## src/hdl/wtb_pkg.sv

```systemverilog
// constants, offsets and decode helpers for the watchdog timer block
// What this block does
// - units bit 7: minutes zero, seconds one
// - timeout value zero disables the time-out
// - value N gives N units time-out
// - config bit 0: joystick access restarts
// - config bit 1: keyboard interrupt restarts
// - config bit 2: mouse interrupt restarts
// - config bits 7:4 pick host interrupt
// - control bit 0 shows time-out occurred
// - control bit 2 forces time-out, self-clears
// - control bit 3 lets keyboard line force
// - keyboard line rising edge only, ORed
package wtb_pkg;
  // register addresses on the plain register port
  localparam logic [7:0] ADDR_UNITS = 8'h52;
  localparam logic [7:0] ADDR_VALUE = 8'h53;
  localparam logic [7:0] ADDR_CFG   = 8'h54;
  localparam logic [7:0] ADDR_CTRL  = 8'h55;
  localparam logic [7:0] ADDR_ISTAT = 8'h60;
  localparam logic [7:0] ADDR_IMASK = 8'h61;
  // field positions
  localparam int UNITS_SEC_BIT = 7;
  localparam int CFG_JOY_BIT   = 0;
  localparam int CFG_KBD_BIT   = 1;
  localparam int CFG_MOUSE_BIT = 2;
  localparam int CFG_MAP_LSB   = 4;
  localparam int CTRL_STAT_BIT = 0;
  localparam int CTRL_FORCE_BIT = 2;
  localparam int CTRL_KBC_BIT  = 3;
  localparam int IEV_TIMEOUT   = 0;
  localparam int IEV_RESTART   = 1;
  // reset values and writable-bit masks
  localparam logic [7:0] REG_RST  = 8'h00;
  localparam logic [7:0] CFG_MASK = 8'hF7;
  localparam logic [3:0] MAP_OFF     = 4'h0;
  localparam logic [3:0] MAP_INVALID = 4'h2;
  // timing: 10 MHz clock
  localparam int CLK_PERIOD_NS = 100;
  localparam int SEC_NS        = 1000000000;
  localparam int SEC_CYCLES    = SEC_NS / CLK_PERIOD_NS;
  localparam int SECS_PER_MIN  = 60;
  localparam int PRE_W = 24;
  localparam int MIN_W = 6;

  typedef enum logic [1:0] {ST_IDLE, ST_COUNT, ST_EXPIRED} wtb_state_e;

  // one-hot host interrupt line from the mapping code
  function automatic logic [15:0] wtb_irq_decode(input logic [3:0] code);
    logic [15:0] res;
    res = 16'h0000;
    if (code != MAP_OFF && code != MAP_INVALID) begin
      res[code] = 1'b1;
    end
    return res;
  endfunction
endpackage

```

## src/hdl/wtb_tick_if.sv

```systemverilog
// unit tick handshake between the timer and its prescaler
interface wtb_tick_if;
  logic clr;
  logic sec_unit;
  logic tick;
  modport timer  (output clr, output sec_unit, input tick);
  modport ticker (input clr, input sec_unit, output tick);
endinterface

```

## src/hdl/wtb_top.sv

```systemverilog
// watchdog timer block: registers, down counter and interrupt routing
module wtb_top
  import wtb_pkg::*;
#(
  parameter int SEC_CYC = SEC_CYCLES
) (
  input  wire logic        clk_i,
  input  wire logic        nrst_i,
  input  wire logic [7:0]  addr_i,
  input  wire logic [7:0]  wdata_i,
  input  wire logic        wr_i,
  input  wire logic        rd_i,
  output logic      [7:0]  rdata_o,
  input  wire logic        joy_access_i,
  input  wire logic        kbd_irq_i,
  input  wire logic        mouse_irq_i,
  input  wire logic        kbc_force_line_i,
  output logic      [15:0] host_irq_o,
  output logic             irq_o
);
  wtb_tick_if tk ();

  // software-visible state
  logic       sec_ff, nxt_sec;
  logic [7:0] value_ff, nxt_value;
  logic [7:0] cfg_ff, nxt_cfg;
  logic       stat_ff, nxt_stat;
  logic       kbc_en_ff, nxt_kbc_en;
  // counter state
  wtb_state_e st_ff, nxt_st;
  logic [7:0] cnt_ff, nxt_cnt;
  // interrupt and readback state
  logic [1:0]  istat_ff, nxt_istat;
  logic [1:0]  imask_ff, nxt_imask;
  logic [7:0]  rdata_ff, nxt_rdata;
  logic [15:0] hirq_ff, nxt_hirq;
  logic        irq_ff, nxt_irq;

  logic       kbc_pulse;
  logic       force_sw;
  logic       force_ev;
  logic       value_wr;
  logic       restart;
  logic       expire;
  logic       timeout;
  logic       reload;
  logic [7:0] load_val;

  // event decode shared by every group
  always_comb begin
    value_wr = wr_i && addr_i == ADDR_VALUE;
    force_sw = wr_i && addr_i == ADDR_CTRL && wdata_i[CTRL_FORCE_BIT];
    force_ev = force_sw | kbc_pulse;
    restart  = (cfg_ff[CFG_JOY_BIT] & joy_access_i)
             | (cfg_ff[CFG_KBD_BIT] & kbd_irq_i)
             | (cfg_ff[CFG_MOUSE_BIT] & mouse_irq_i);
    expire   = st_ff == ST_COUNT && tk.tick && cnt_ff == 8'h01;
    timeout  = expire | force_ev;
    reload   = restart | value_wr;
    load_val = value_wr ? wdata_i : value_ff;
  end

  // register writes; reserved bits are dropped so they read as zero
  always_comb begin
    nxt_sec    = sec_ff;
    nxt_value  = value_ff;
    nxt_cfg    = cfg_ff;
    nxt_kbc_en = kbc_en_ff;
    nxt_stat   = stat_ff;
    if (wr_i) begin
      case (addr_i)
        ADDR_UNITS: nxt_sec = wdata_i[UNITS_SEC_BIT];
        ADDR_VALUE: nxt_value = wdata_i;
        ADDR_CFG: nxt_cfg = wdata_i & CFG_MASK;
        ADDR_CTRL: begin
          nxt_kbc_en = wdata_i[CTRL_KBC_BIT];
          nxt_stat   = wdata_i[CTRL_STAT_BIT];
        end
        default: ;
      endcase
    end
    // a fresh count means the timer is counting again
    if (reload) begin
      nxt_stat = 1'b0;
    end
    // time-out sets status, wins over clear
    if (timeout) begin
      nxt_stat = 1'b1;
    end
  end

  always_ff @(posedge clk_i) begin
    if (!nrst_i) begin
      sec_ff    <= 1'b0;
      value_ff  <= REG_RST;
      cfg_ff    <= REG_RST;
      kbc_en_ff <= 1'b0;
      stat_ff   <= 1'b0;
    end else begin
      sec_ff    <= nxt_sec;
      value_ff  <= nxt_value;
      cfg_ff    <= nxt_cfg;
      kbc_en_ff <= nxt_kbc_en;
      stat_ff   <= nxt_stat;
    end
  end

  // down counter; a force beats a restart in the same cycle
  always_comb begin
    nxt_st  = st_ff;
    nxt_cnt = cnt_ff;
    if (timeout) begin
      nxt_st  = ST_EXPIRED;
      nxt_cnt = 8'h00;
    end else if (reload) begin
      if (load_val == 8'h00) begin
        nxt_st  = ST_IDLE;
        nxt_cnt = 8'h00;
      end else begin
        nxt_st  = ST_COUNT;
        nxt_cnt = load_val;
      end
    end else begin
      case (st_ff)
        ST_COUNT: begin
          if (tk.tick) begin
            nxt_cnt = cnt_ff - 8'h01;
          end
        end
        ST_IDLE: ;
        ST_EXPIRED: ;
        default: begin
          nxt_st  = ST_IDLE;
          nxt_cnt = 8'h00;
        end
      endcase
    end
  end

  always_ff @(posedge clk_i) begin
    if (!nrst_i) begin
      st_ff  <= ST_IDLE;
      cnt_ff <= 8'h00;
    end else begin
      st_ff  <= nxt_st;
      cnt_ff <= nxt_cnt;
    end
  end

  // prescaler held clear outside counting so each load starts a full unit
  assign tk.clr      = timeout | reload | (st_ff != ST_COUNT);
  assign tk.sec_unit = sec_ff;

  wtb_ticker #(
    .SEC_CYC (SEC_CYC)
  ) u_ticker (
    .clk_i  (clk_i),
    .nrst_i (nrst_i),
    .tk     (tk)
  );

  wtb_edge u_edge (
    .clk_i   (clk_i),
    .nrst_i  (nrst_i),
    .line_i  (kbc_force_line_i),
    .en_i    (kbc_en_ff),
    .pulse_o (kbc_pulse)
  );

  // readback, sticky events and interrupt outputs
  always_comb begin
    nxt_imask = imask_ff;
    nxt_istat = istat_ff;
    nxt_rdata = 8'h00;
    if (wr_i && addr_i == ADDR_IMASK) begin
      nxt_imask = wdata_i[1:0];
    end
    if (rd_i) begin
      case (addr_i)
        ADDR_UNITS: nxt_rdata[UNITS_SEC_BIT] = sec_ff;
        ADDR_VALUE: nxt_rdata = value_ff;
        ADDR_CFG:   nxt_rdata = cfg_ff;
        ADDR_CTRL: begin
          nxt_rdata[CTRL_STAT_BIT] = stat_ff;
          nxt_rdata[CTRL_KBC_BIT]  = kbc_en_ff;
        end
        ADDR_ISTAT: begin
          nxt_rdata[1:0] = istat_ff;
          nxt_istat      = 2'h0;
        end
        ADDR_IMASK: nxt_rdata[1:0] = imask_ff;
        default: ;
      endcase
    end
    // events set after the read clear, so none is lost
    if (timeout) begin
      nxt_istat[IEV_TIMEOUT] = 1'b1;
    end
    if (reload) begin
      nxt_istat[IEV_RESTART] = 1'b1;
    end
    nxt_hirq = nxt_stat ? wtb_irq_decode(nxt_cfg[7:CFG_MAP_LSB])
                        : 16'h0000;
    nxt_irq  = |(nxt_istat & nxt_imask);
  end

  always_ff @(posedge clk_i) begin
    if (!nrst_i) begin
      imask_ff <= 2'h0;
      istat_ff <= 2'h0;
      rdata_ff <= 8'h00;
      hirq_ff  <= 16'h0000;
      irq_ff   <= 1'b0;
    end else begin
      imask_ff <= nxt_imask;
      istat_ff <= nxt_istat;
      rdata_ff <= nxt_rdata;
      hirq_ff  <= nxt_hirq;
      irq_ff   <= nxt_irq;
    end
  end

  assign rdata_o    = rdata_ff;
  assign host_irq_o = hirq_ff;
  assign irq_o      = irq_ff;
endmodule // wtb_top

```

## src/hdl/wtb_ticker.sv

```systemverilog
// prescaler that emits one tick per second or per minute
module wtb_ticker
  import wtb_pkg::*;
#(
  parameter int SEC_CYC = SEC_CYCLES
) (
  input  wire logic clk_i,
  input  wire logic nrst_i,
  wtb_tick_if.ticker tk
);
  localparam logic [PRE_W-1:0] PRE_LAST = PRE_W'(SEC_CYC - 1);
  localparam logic [MIN_W-1:0] MIN_LAST = MIN_W'(SECS_PER_MIN - 1);

  logic [PRE_W-1:0] pre_ff, nxt_pre;
  logic [MIN_W-1:0] min_ff, nxt_min;
  logic             tick_ff, nxt_tick;
  logic             sec_end;

  // clear restarts a whole unit, so a reload always waits N full units
  always_comb begin
    sec_end  = (pre_ff == PRE_LAST);
    nxt_pre  = sec_end ? '0 : pre_ff + 1'b1;
    nxt_min  = min_ff;
    nxt_tick = 1'b0;
    if (sec_end) begin
      if (tk.sec_unit) begin
        nxt_tick = 1'b1;
      end else if (min_ff == MIN_LAST) begin
        nxt_min  = '0;
        nxt_tick = 1'b1;
      end else begin
        nxt_min = min_ff + 1'b1;
      end
    end
    if (tk.clr) begin
      nxt_pre  = '0;
      nxt_min  = '0;
      nxt_tick = 1'b0;
    end
  end

  always_ff @(posedge clk_i) begin
    if (!nrst_i) begin
      pre_ff  <= '0;
      min_ff  <= '0;
      tick_ff <= 1'b0;
    end else begin
      pre_ff  <= nxt_pre;
      min_ff  <= nxt_min;
      tick_ff <= nxt_tick;
    end
  end

  assign tk.tick = tick_ff;
endmodule // wtb_ticker

```

## src/hdl/wtb_edge.sv

```systemverilog
// rising edge of the keyboard controller line to a one-cycle pulse
module wtb_edge (
  input  wire logic clk_i,
  input  wire logic nrst_i,
  input  wire logic line_i,
  input  wire logic en_i,
  output logic      pulse_o
);
  logic prev_ff, nxt_prev;
  logic pulse_ff, nxt_pulse;

  // edge only
  // a line held high for ever must not keep forcing time-outs
  always_comb begin
    nxt_prev  = line_i;
    nxt_pulse = en_i & line_i & ~prev_ff;
  end

  always_ff @(posedge clk_i) begin
    if (!nrst_i) begin
      prev_ff  <= 1'b0;
      pulse_ff <= 1'b0;
    end else begin
      prev_ff  <= nxt_prev;
      pulse_ff <= nxt_pulse;
    end
  end

  assign pulse_o = pulse_ff;
endmodule // wtb_edge

```

## config.mk

```make
export PLATFORM = sky130hd
export DESIGN_NAME = wtb_top
export DESIGN_NICKNAME = d
export VERILOG_FILES = /design/src/hdl/wtb_pkg.sv /design/src/hdl/wtb_tick_if.sv /design/src/hdl/wtb_top.sv /design/src/hdl/wtb_ticker.sv /design/src/hdl/wtb_edge.sv
export SDC_FILE = /design/constraint.sdc
export NUM_CORES = 1
export LEC_CHECK = 0
export BUFFER_PORTS_ARGS = -buffer_cell sky130_fd_sc_hd__buf_2
export CORE_UTILIZATION = 35
export CTS_CLUSTER_DIAMETER = 200
export DETAILED_ROUTE_END_ITERATION = 10
export SLEW_MARGIN = 20
export SYNTH_ARGS = -nofsm -noshare
export SYNTH_HDL_FRONTEND = slang
export SYNTH_SLANG_ARGS = --single-unit
```

## constraint.sdc

```tcl
create_clock -name clk_i -period 2.4 [get_ports clk_i]
set_clock_uncertainty 0.15 [all_clocks]
set_input_delay 0.48 -clock clk_i [delete_from_list [all_inputs] [get_ports clk_i]]
set_output_delay 0.48 -clock clk_i [all_outputs]
set_load 0.02 [all_outputs]
```

* Yosys cells after proc, flatten, opt, wreduce, memory -nomap -nowiden
Index checks and enable logic that the tools add are counted.
** Storage, ports and cells
- Register bits after elaboration :: 90
- Input port bits :: 24
- Output and inout port bits :: 25
- Word-level logic and storage cells :: 115
** Cells by class
- $add $sub $neg :: 3
- Order comparisons :: 2
- Equality and inequality tests :: 17
- Muxes and demuxes :: 31
- Bitwise gates (word level) :: 17
- Reductions and logical operators :: 26
** Operator list (number)
- 8-bit by 7-bit equality test with 1-bit output (second input constant) :: 6
- 8-bit two-way mux :: 6
- 24-bit by 1-bit adder with 24-bit output (second input constant) :: 1
- 24-bit equality test (second input constant) :: 1
- 8-bit one-hot mux with 2 select lines :: 1
- 2-bit AND reduction :: 7
- 2-bit two-way mux :: 6
- 1-bit two-way mux :: 10
- 3-bit OR reduction :: 3
- 8-bit by 1-bit equality test with 1-bit output (second input constant) :: 1
- 1-bit logical AND :: 8
- 8-bit zero test :: 1
- 2-bit OR reduction :: 4
- 8-bit by 1-bit subtractor with 8-bit output (second input constant) :: 1
- 1-bit bitwise OR :: 7
- 6-bit by 1-bit adder with 6-bit output (second input constant) :: 1
- 6-bit equality test (second input constant) :: 1
- 6-bit two-way mux :: 1
- 2-bit by 1-bit != test with 1-bit output (second input constant) :: 3
- 3-bit one-hot mux with 2 select lines :: 1
- 1-bit AND :: 5
- 4-bit by 5-bit less-than comparator with 1-bit output (second input constant) :: 1
- 1-bit one-hot mux with 5 select lines :: 1
- 1-bit demux with 4-bit select :: 1
- 14 further kinds :: 18

* Depth between registers and ports, before layout
- Depth in word-level cells :: 8
- Depth in mapped cells :: 9
- Depth with buffers taken out :: 7

* By module
A second synthesis with hierarchy kept.
** Second synthesis, totals
- Cell total of the unflattened synthesis :: 453
- Area total of the unflattened synthesis :: 4117.7 um^2
** By module, submodules not included
- wtb_top :: times used 1, cells each 290, area each 2631.3 um^2, seq. area each 1141.1 um^2
- wtb_ticker :: times used 1, cells each 159, area each 1430.1 um^2, seq. area each 620.6 um^2
- wtb_edge :: times used 1, cells each 4, area each 56.3 um^2, seq. area each 40.0 um^2

* Worst setup path before layout
Ideal clock, no wire load.
- Path kind :: input-to-reg
- From :: in addr_i[0]
- To :: reg hirq_ff[12] (netlist: host_irq_o[12])
- Setup time :: 129 ps
- Data arrival time :: 1671 ps
- Data required time :: 2121 ps
- Path slack :: 450 ps
- Cell stages on the path :: 7
- Path buffers :: 2
- Cell sequence :: buf_2 -> and2_1 -> nand3_1 -> mux2i_1 -> a2bb2oi_2 -> buf_2 -> nor3_1
** Between the ends
- Longest elaborated chain between the ends :: 7
- Elaborated cells between the ends (all ways) :: 24
- Those cells by class :: order compare: 2; eq/ne: 4; mux: 8; bitwise: 3; reduce/logical: 7
** RTL lines
- start: declaration :: line wtb_top.sv:9 : input wire logic [7:0] addr_i,
- 8-bit by 7-bit equality test with 1-bit output (on tied branches) :: line wtb_top.sv:71, wtb_top.sv:52
- 8-bit two-way mux / 1-bit logical AND (equally long branches) :: line wtb_top.sv:71, wtb_top.sv:52
- 8-bit two-way mux / 1-bit logical AND (equally long branches) :: line wtb_top.sv:70, wtb_top.sv:52
- 4-bit by 5-bit less-than comparator with 1-bit output (not written as such), or another cell as far along :: line wtb_pkg.sv:53 : res[code] = 1'b1;
- 1-bit logical AND (not written as such) / 1-bit bitwise OR (equally long branches) :: line wtb_pkg.sv:53, wtb_top.sv:58
- 1-bit two-way mux (on tied branches) :: line wtb_pkg.sv:53, wtb_top.sv:87
- 1-bit demux with 4-bit select / 3-bit AND reduction (equally long branches)
- end signal: assignment :: line wtb_top.sv:218 : hirq_ff <= nxt_hirq;
- end: declaration :: line wtb_top.sv:36 : logic [15:0] hirq_ff, nxt_hirq;
Parallel ways exist; a longest one is shown, timed or not.
A chain may end at the register's enable or synchronous reset.

* Worst setup path after layout
- From :: reg u_ticker.pre_ff[0]
- To :: reg u_ticker.min_ff[0]
** Between the ends
- Longest elaborated chain between the ends :: 2
** RTL lines
- start: declaration :: line wtb_ticker.sv:14 : logic [PRE_W-1:0] pre_ff, nxt_pre;
- start signal: assignment :: line wtb_ticker.sv:48 : pre_ff <= nxt_pre;
- 24-bit equality test :: line wtb_ticker.sv:21 : sec_end = (pre_ff == PRE_LAST);
- 2-bit AND reduction (no source line)
- end signal: assignment :: line wtb_ticker.sv:49 : min_ff <= nxt_min;
- end: declaration :: line wtb_ticker.sv:15 : logic [MIN_W-1:0] min_ff, nxt_min;
Every way passes these cells.

==> reports/qor.yml <==
die_h_um: 111.3
crit_chain: "ha_1 -> and3_1 -> nand4_4 -> nand4b_4 -> or4_1 -> a21oi_1"
worst_setup_path_end_kind: "flop"
syn_area_um2: 4179
ios: 49
powerDensity_nw_per_um2: 654.9
worstSetupStartpointType: "flop"
violations: "design-rule violations"
worstPathArrival_ns: 2.26
synth_edf_count: 0
antenna_found_initial: 0
num_vias: 3475
ys.flop_type: "dfxtp_1"
slew_headroom_pct: 61.12
die_w_um: 111.3
n_antenna_cell: 0
fillers: 1153
h-tree-depth: 3
clock_latency_ns: 0.35
dr.pass1.iters: 7
post_cts_buffers: 0
ctsHoldBuffers: 0
fin_crit_ns: 2.133
power.total_uw: 3250
rsz0062_at_grt: "no"
post-route-period-util_pct: 88.88
status: "finished with violations"
grt_pass1_wl_um: 15770
synthDistinctLibCells: 68
post_cts_resized: 0
initial_utilization_pct: 36.29
rr_worst_depth: 6
via_per_inst: 5.210
cts.path.max_buffers: 2
regToRegStartpoint: "u_ticker.pre_ff[0]"
drive_gt1_share_pct: 17.18
maxSlewViolCount: 0
cts_tree: "yes"
async_flop_share_pct: 0
fin_tns_setup_ns: 0
gp_congestion: 0.8089
syn_area_per_cell_um2: 8.910
drt_iter0_markers: 266
hold_start: "kbc_force_line_i"
setup_violations: 0
final_cell_mix: "dfxtp_1, nor2_1, buf_2, nand2_1, nand3_1"
cp_slowest_stage_delay_ns: 0.48
grt_overflow: 0
final_common_cell: "dfxtp_1"
drv_cap: 0
core_um2: 11520
worst_slew_pin_slew_ns: 0.5754
placed_area_um2: 4611
grt_max_degree: 25
crit_slowest_cell: "or4_1"
holdPathEnd: "u_edge.prev_ff"
io_buffers: 48
grt_use_total_pct: 15.95
hold_viol: 0
cts_sinks: 90
fin_util_pct: 43.09
drtAntennaViolNets: 0
root_buffer: "clkbuf_16"
drcViolationCount: 8
final_area_um2: 4962
wl_per_cell_um: 14.16
grt_pass1_vias: 3306
path_max_fanout: 7
num_rows: 39
place_ws_ns: 0.1446
syn_inst: 469
critPathTopFamily: "simple AND/OR/NAND/NOR gates"
cts.clk_slew.worst_paths_ns: 0.06
dp_hpwl_um: 6941
ys_warn_count: 0
seq_area_frac_synth_pct: 43.11
hp-class: "in -> reg"
cts_buffers: 9
worst_slack_ns: 0.2668
r2r-end: "u_ticker.min_ff[0]"
cp_num_buf_inv: 0
worstPathRequired_ns: 2.53
whs_path_depth: 2
vdd_drop_max_mv: 0.6547
wl_um: 9445
synth-seq-cells: 90
area_delta_synth_final_pct: 18.74
fin_nets: 548
dieArea_um2: 12380
r2r_slack_ns: 0.27
critPathKind: "reg -> reg"
fmax_ghz: 0.4688
cellLeakagePower_uw: 0.001883
==> state kept, by name, summed over array words and instances (netlist names) <==
| signal | flops |
|---|---|
| value_ff | 8 |
| u_ticker.pre_ff | 24 |
| u_ticker.min_ff | 6 |
| irq_o | 1 |
| stat_ff | 1 |
| cfg_ff | 7 |
| istat_ff | 2 |
| u_edge.pulse_o | 1 |
| rdata_o | 8 |
| host_irq_o | 16 |
| u_edge.prev_ff | 1 |
| u_ticker.tk.tick | 1 |
| cnt_ff | 8 |
| sec_ff | 1 |
| imask_ff | 2 |
| st_ff | 2 |
| kbc_en_ff | 1 |
==> per-stage QoR <==
step,cells,hold WS [ns]
detailed placement,652,0.3000
CTS,667,0.2073
global route,667,0.2261
floorplan,470,0.2761
global placement,652,0.2915
finish,667,0.2187
==> Yosys cell counts (all sizes together), types with 2 or more instances <==
cell,instances,share of area [%]
dfxtp,90,43
nor2,52,4.7
nand2,32,2.9
nand3,28,3.4
nor3,24,2.9
xnor2,20,4.2
a21oi,17,2.0
nor2b,16,2.5
buf,14,1.9
inv,14,1.3
mux2i,14,3.4
nor3b,11,2.3
nor4,10,2.0
and3,9,1.3
o21ai,9,1.1
and2,8,1.2
nand4,8,1.7
clkbuf,7,0.63
xor2,7,1.5
a21boi,6,1.1
a31oi,5,0.75
and4,5,1.0
a22oi,4,0.72
ha,4,1.2
nand2b,4,0.60
nand3b,4,0.72
or4,4,0.72
a41oi,3,0.63
o211ai,3,0.54
or3,3,0.45
a211oi,2,0.36
a21o,2,0.36
a2bb2oi,2,0.57
and3b,2,0.42
and4bb,2,0.60
mux2,2,0.54
nand4b,2,0.78
o2111ai,2,0.42
o21a,2,0.36
o22a,2,0.42
==> layout make-up <==
type | instances | area (um2) | share of cell area, %
tap | 143 | 178.9 | 3.606
sequential | 90 | 1802 | 36.31
clock inverter | 4 | 98.84 | 1.992
multi-input combinational | 345 | 2222 | 44.78
clock buffer | 11 | 252.7 | 5.093
timing repair buffer | 60 | 355.3 | 7.161
inverter | 14 | 52.55 | 1.059
==> layer usage <==
layer	global-route usage (%)	wire, um	up-vias	share of wire (%)
li1	-	-	1764	-
met1	21.08	4594	1649	49
met2	24.92	4368	49	46
met3	3.937	335	13	3.5
met4	6.216	146	0	1.5
met5	0	0	-	0
==> power breakdown <==
group | internal (uW) | total [uW] | switching [uW]
Sequential | 1500 | 1500 | 1.60
Clock | 1070 | 1660 | 588
Combinational | 37.5 | 92.8 | 55.2
Total | 2600 | 3250 | 645
==> worst max-delay path by stage <==
stage                       start            endpoint  depth (start not counted)
2_1_floorplan           addr_i[0]      host_irq_o[12]                          7
3_3_place_gp         joy_access_i       host_irq_o[8]                          8
3_5_place_dp         joy_access_i       host_irq_o[4]                          8
4_1_cts        u_ticker.pre_ff[0]  u_ticker.min_ff[0]                          6
5_1_grt        u_ticker.pre_ff[0]  u_ticker.min_ff[2]                          6
6_report       u_ticker.pre_ff[0]  u_ticker.min_ff[0]                          6
==> worst register-to-register path, cell delays in order (launching register included) <==
cell and delay [ns]:
dfxtp_1 0.37, ha_1 0.19, and3_1 0.32, nand4_4 0.19, nand4b_4 0.23, or4_1 0.48
a21oi_1 0.15
==> kinds of logic after synthesis <==
logic type,count (synthesis),synth area share (%)
other,1,0.08973
flip-flops,90,43.11
buffers and inverters,35,3.802
adder cells (fa/ha/maj),4,1.198
multiplexers,16,3.892
AO/OA/AOI/OAI,68,11.23
XOR/XNOR,27,5.659
AND/OR/NAND/NOR,228,31.02
No activity file was read; power rests on OpenSTA's default activity.
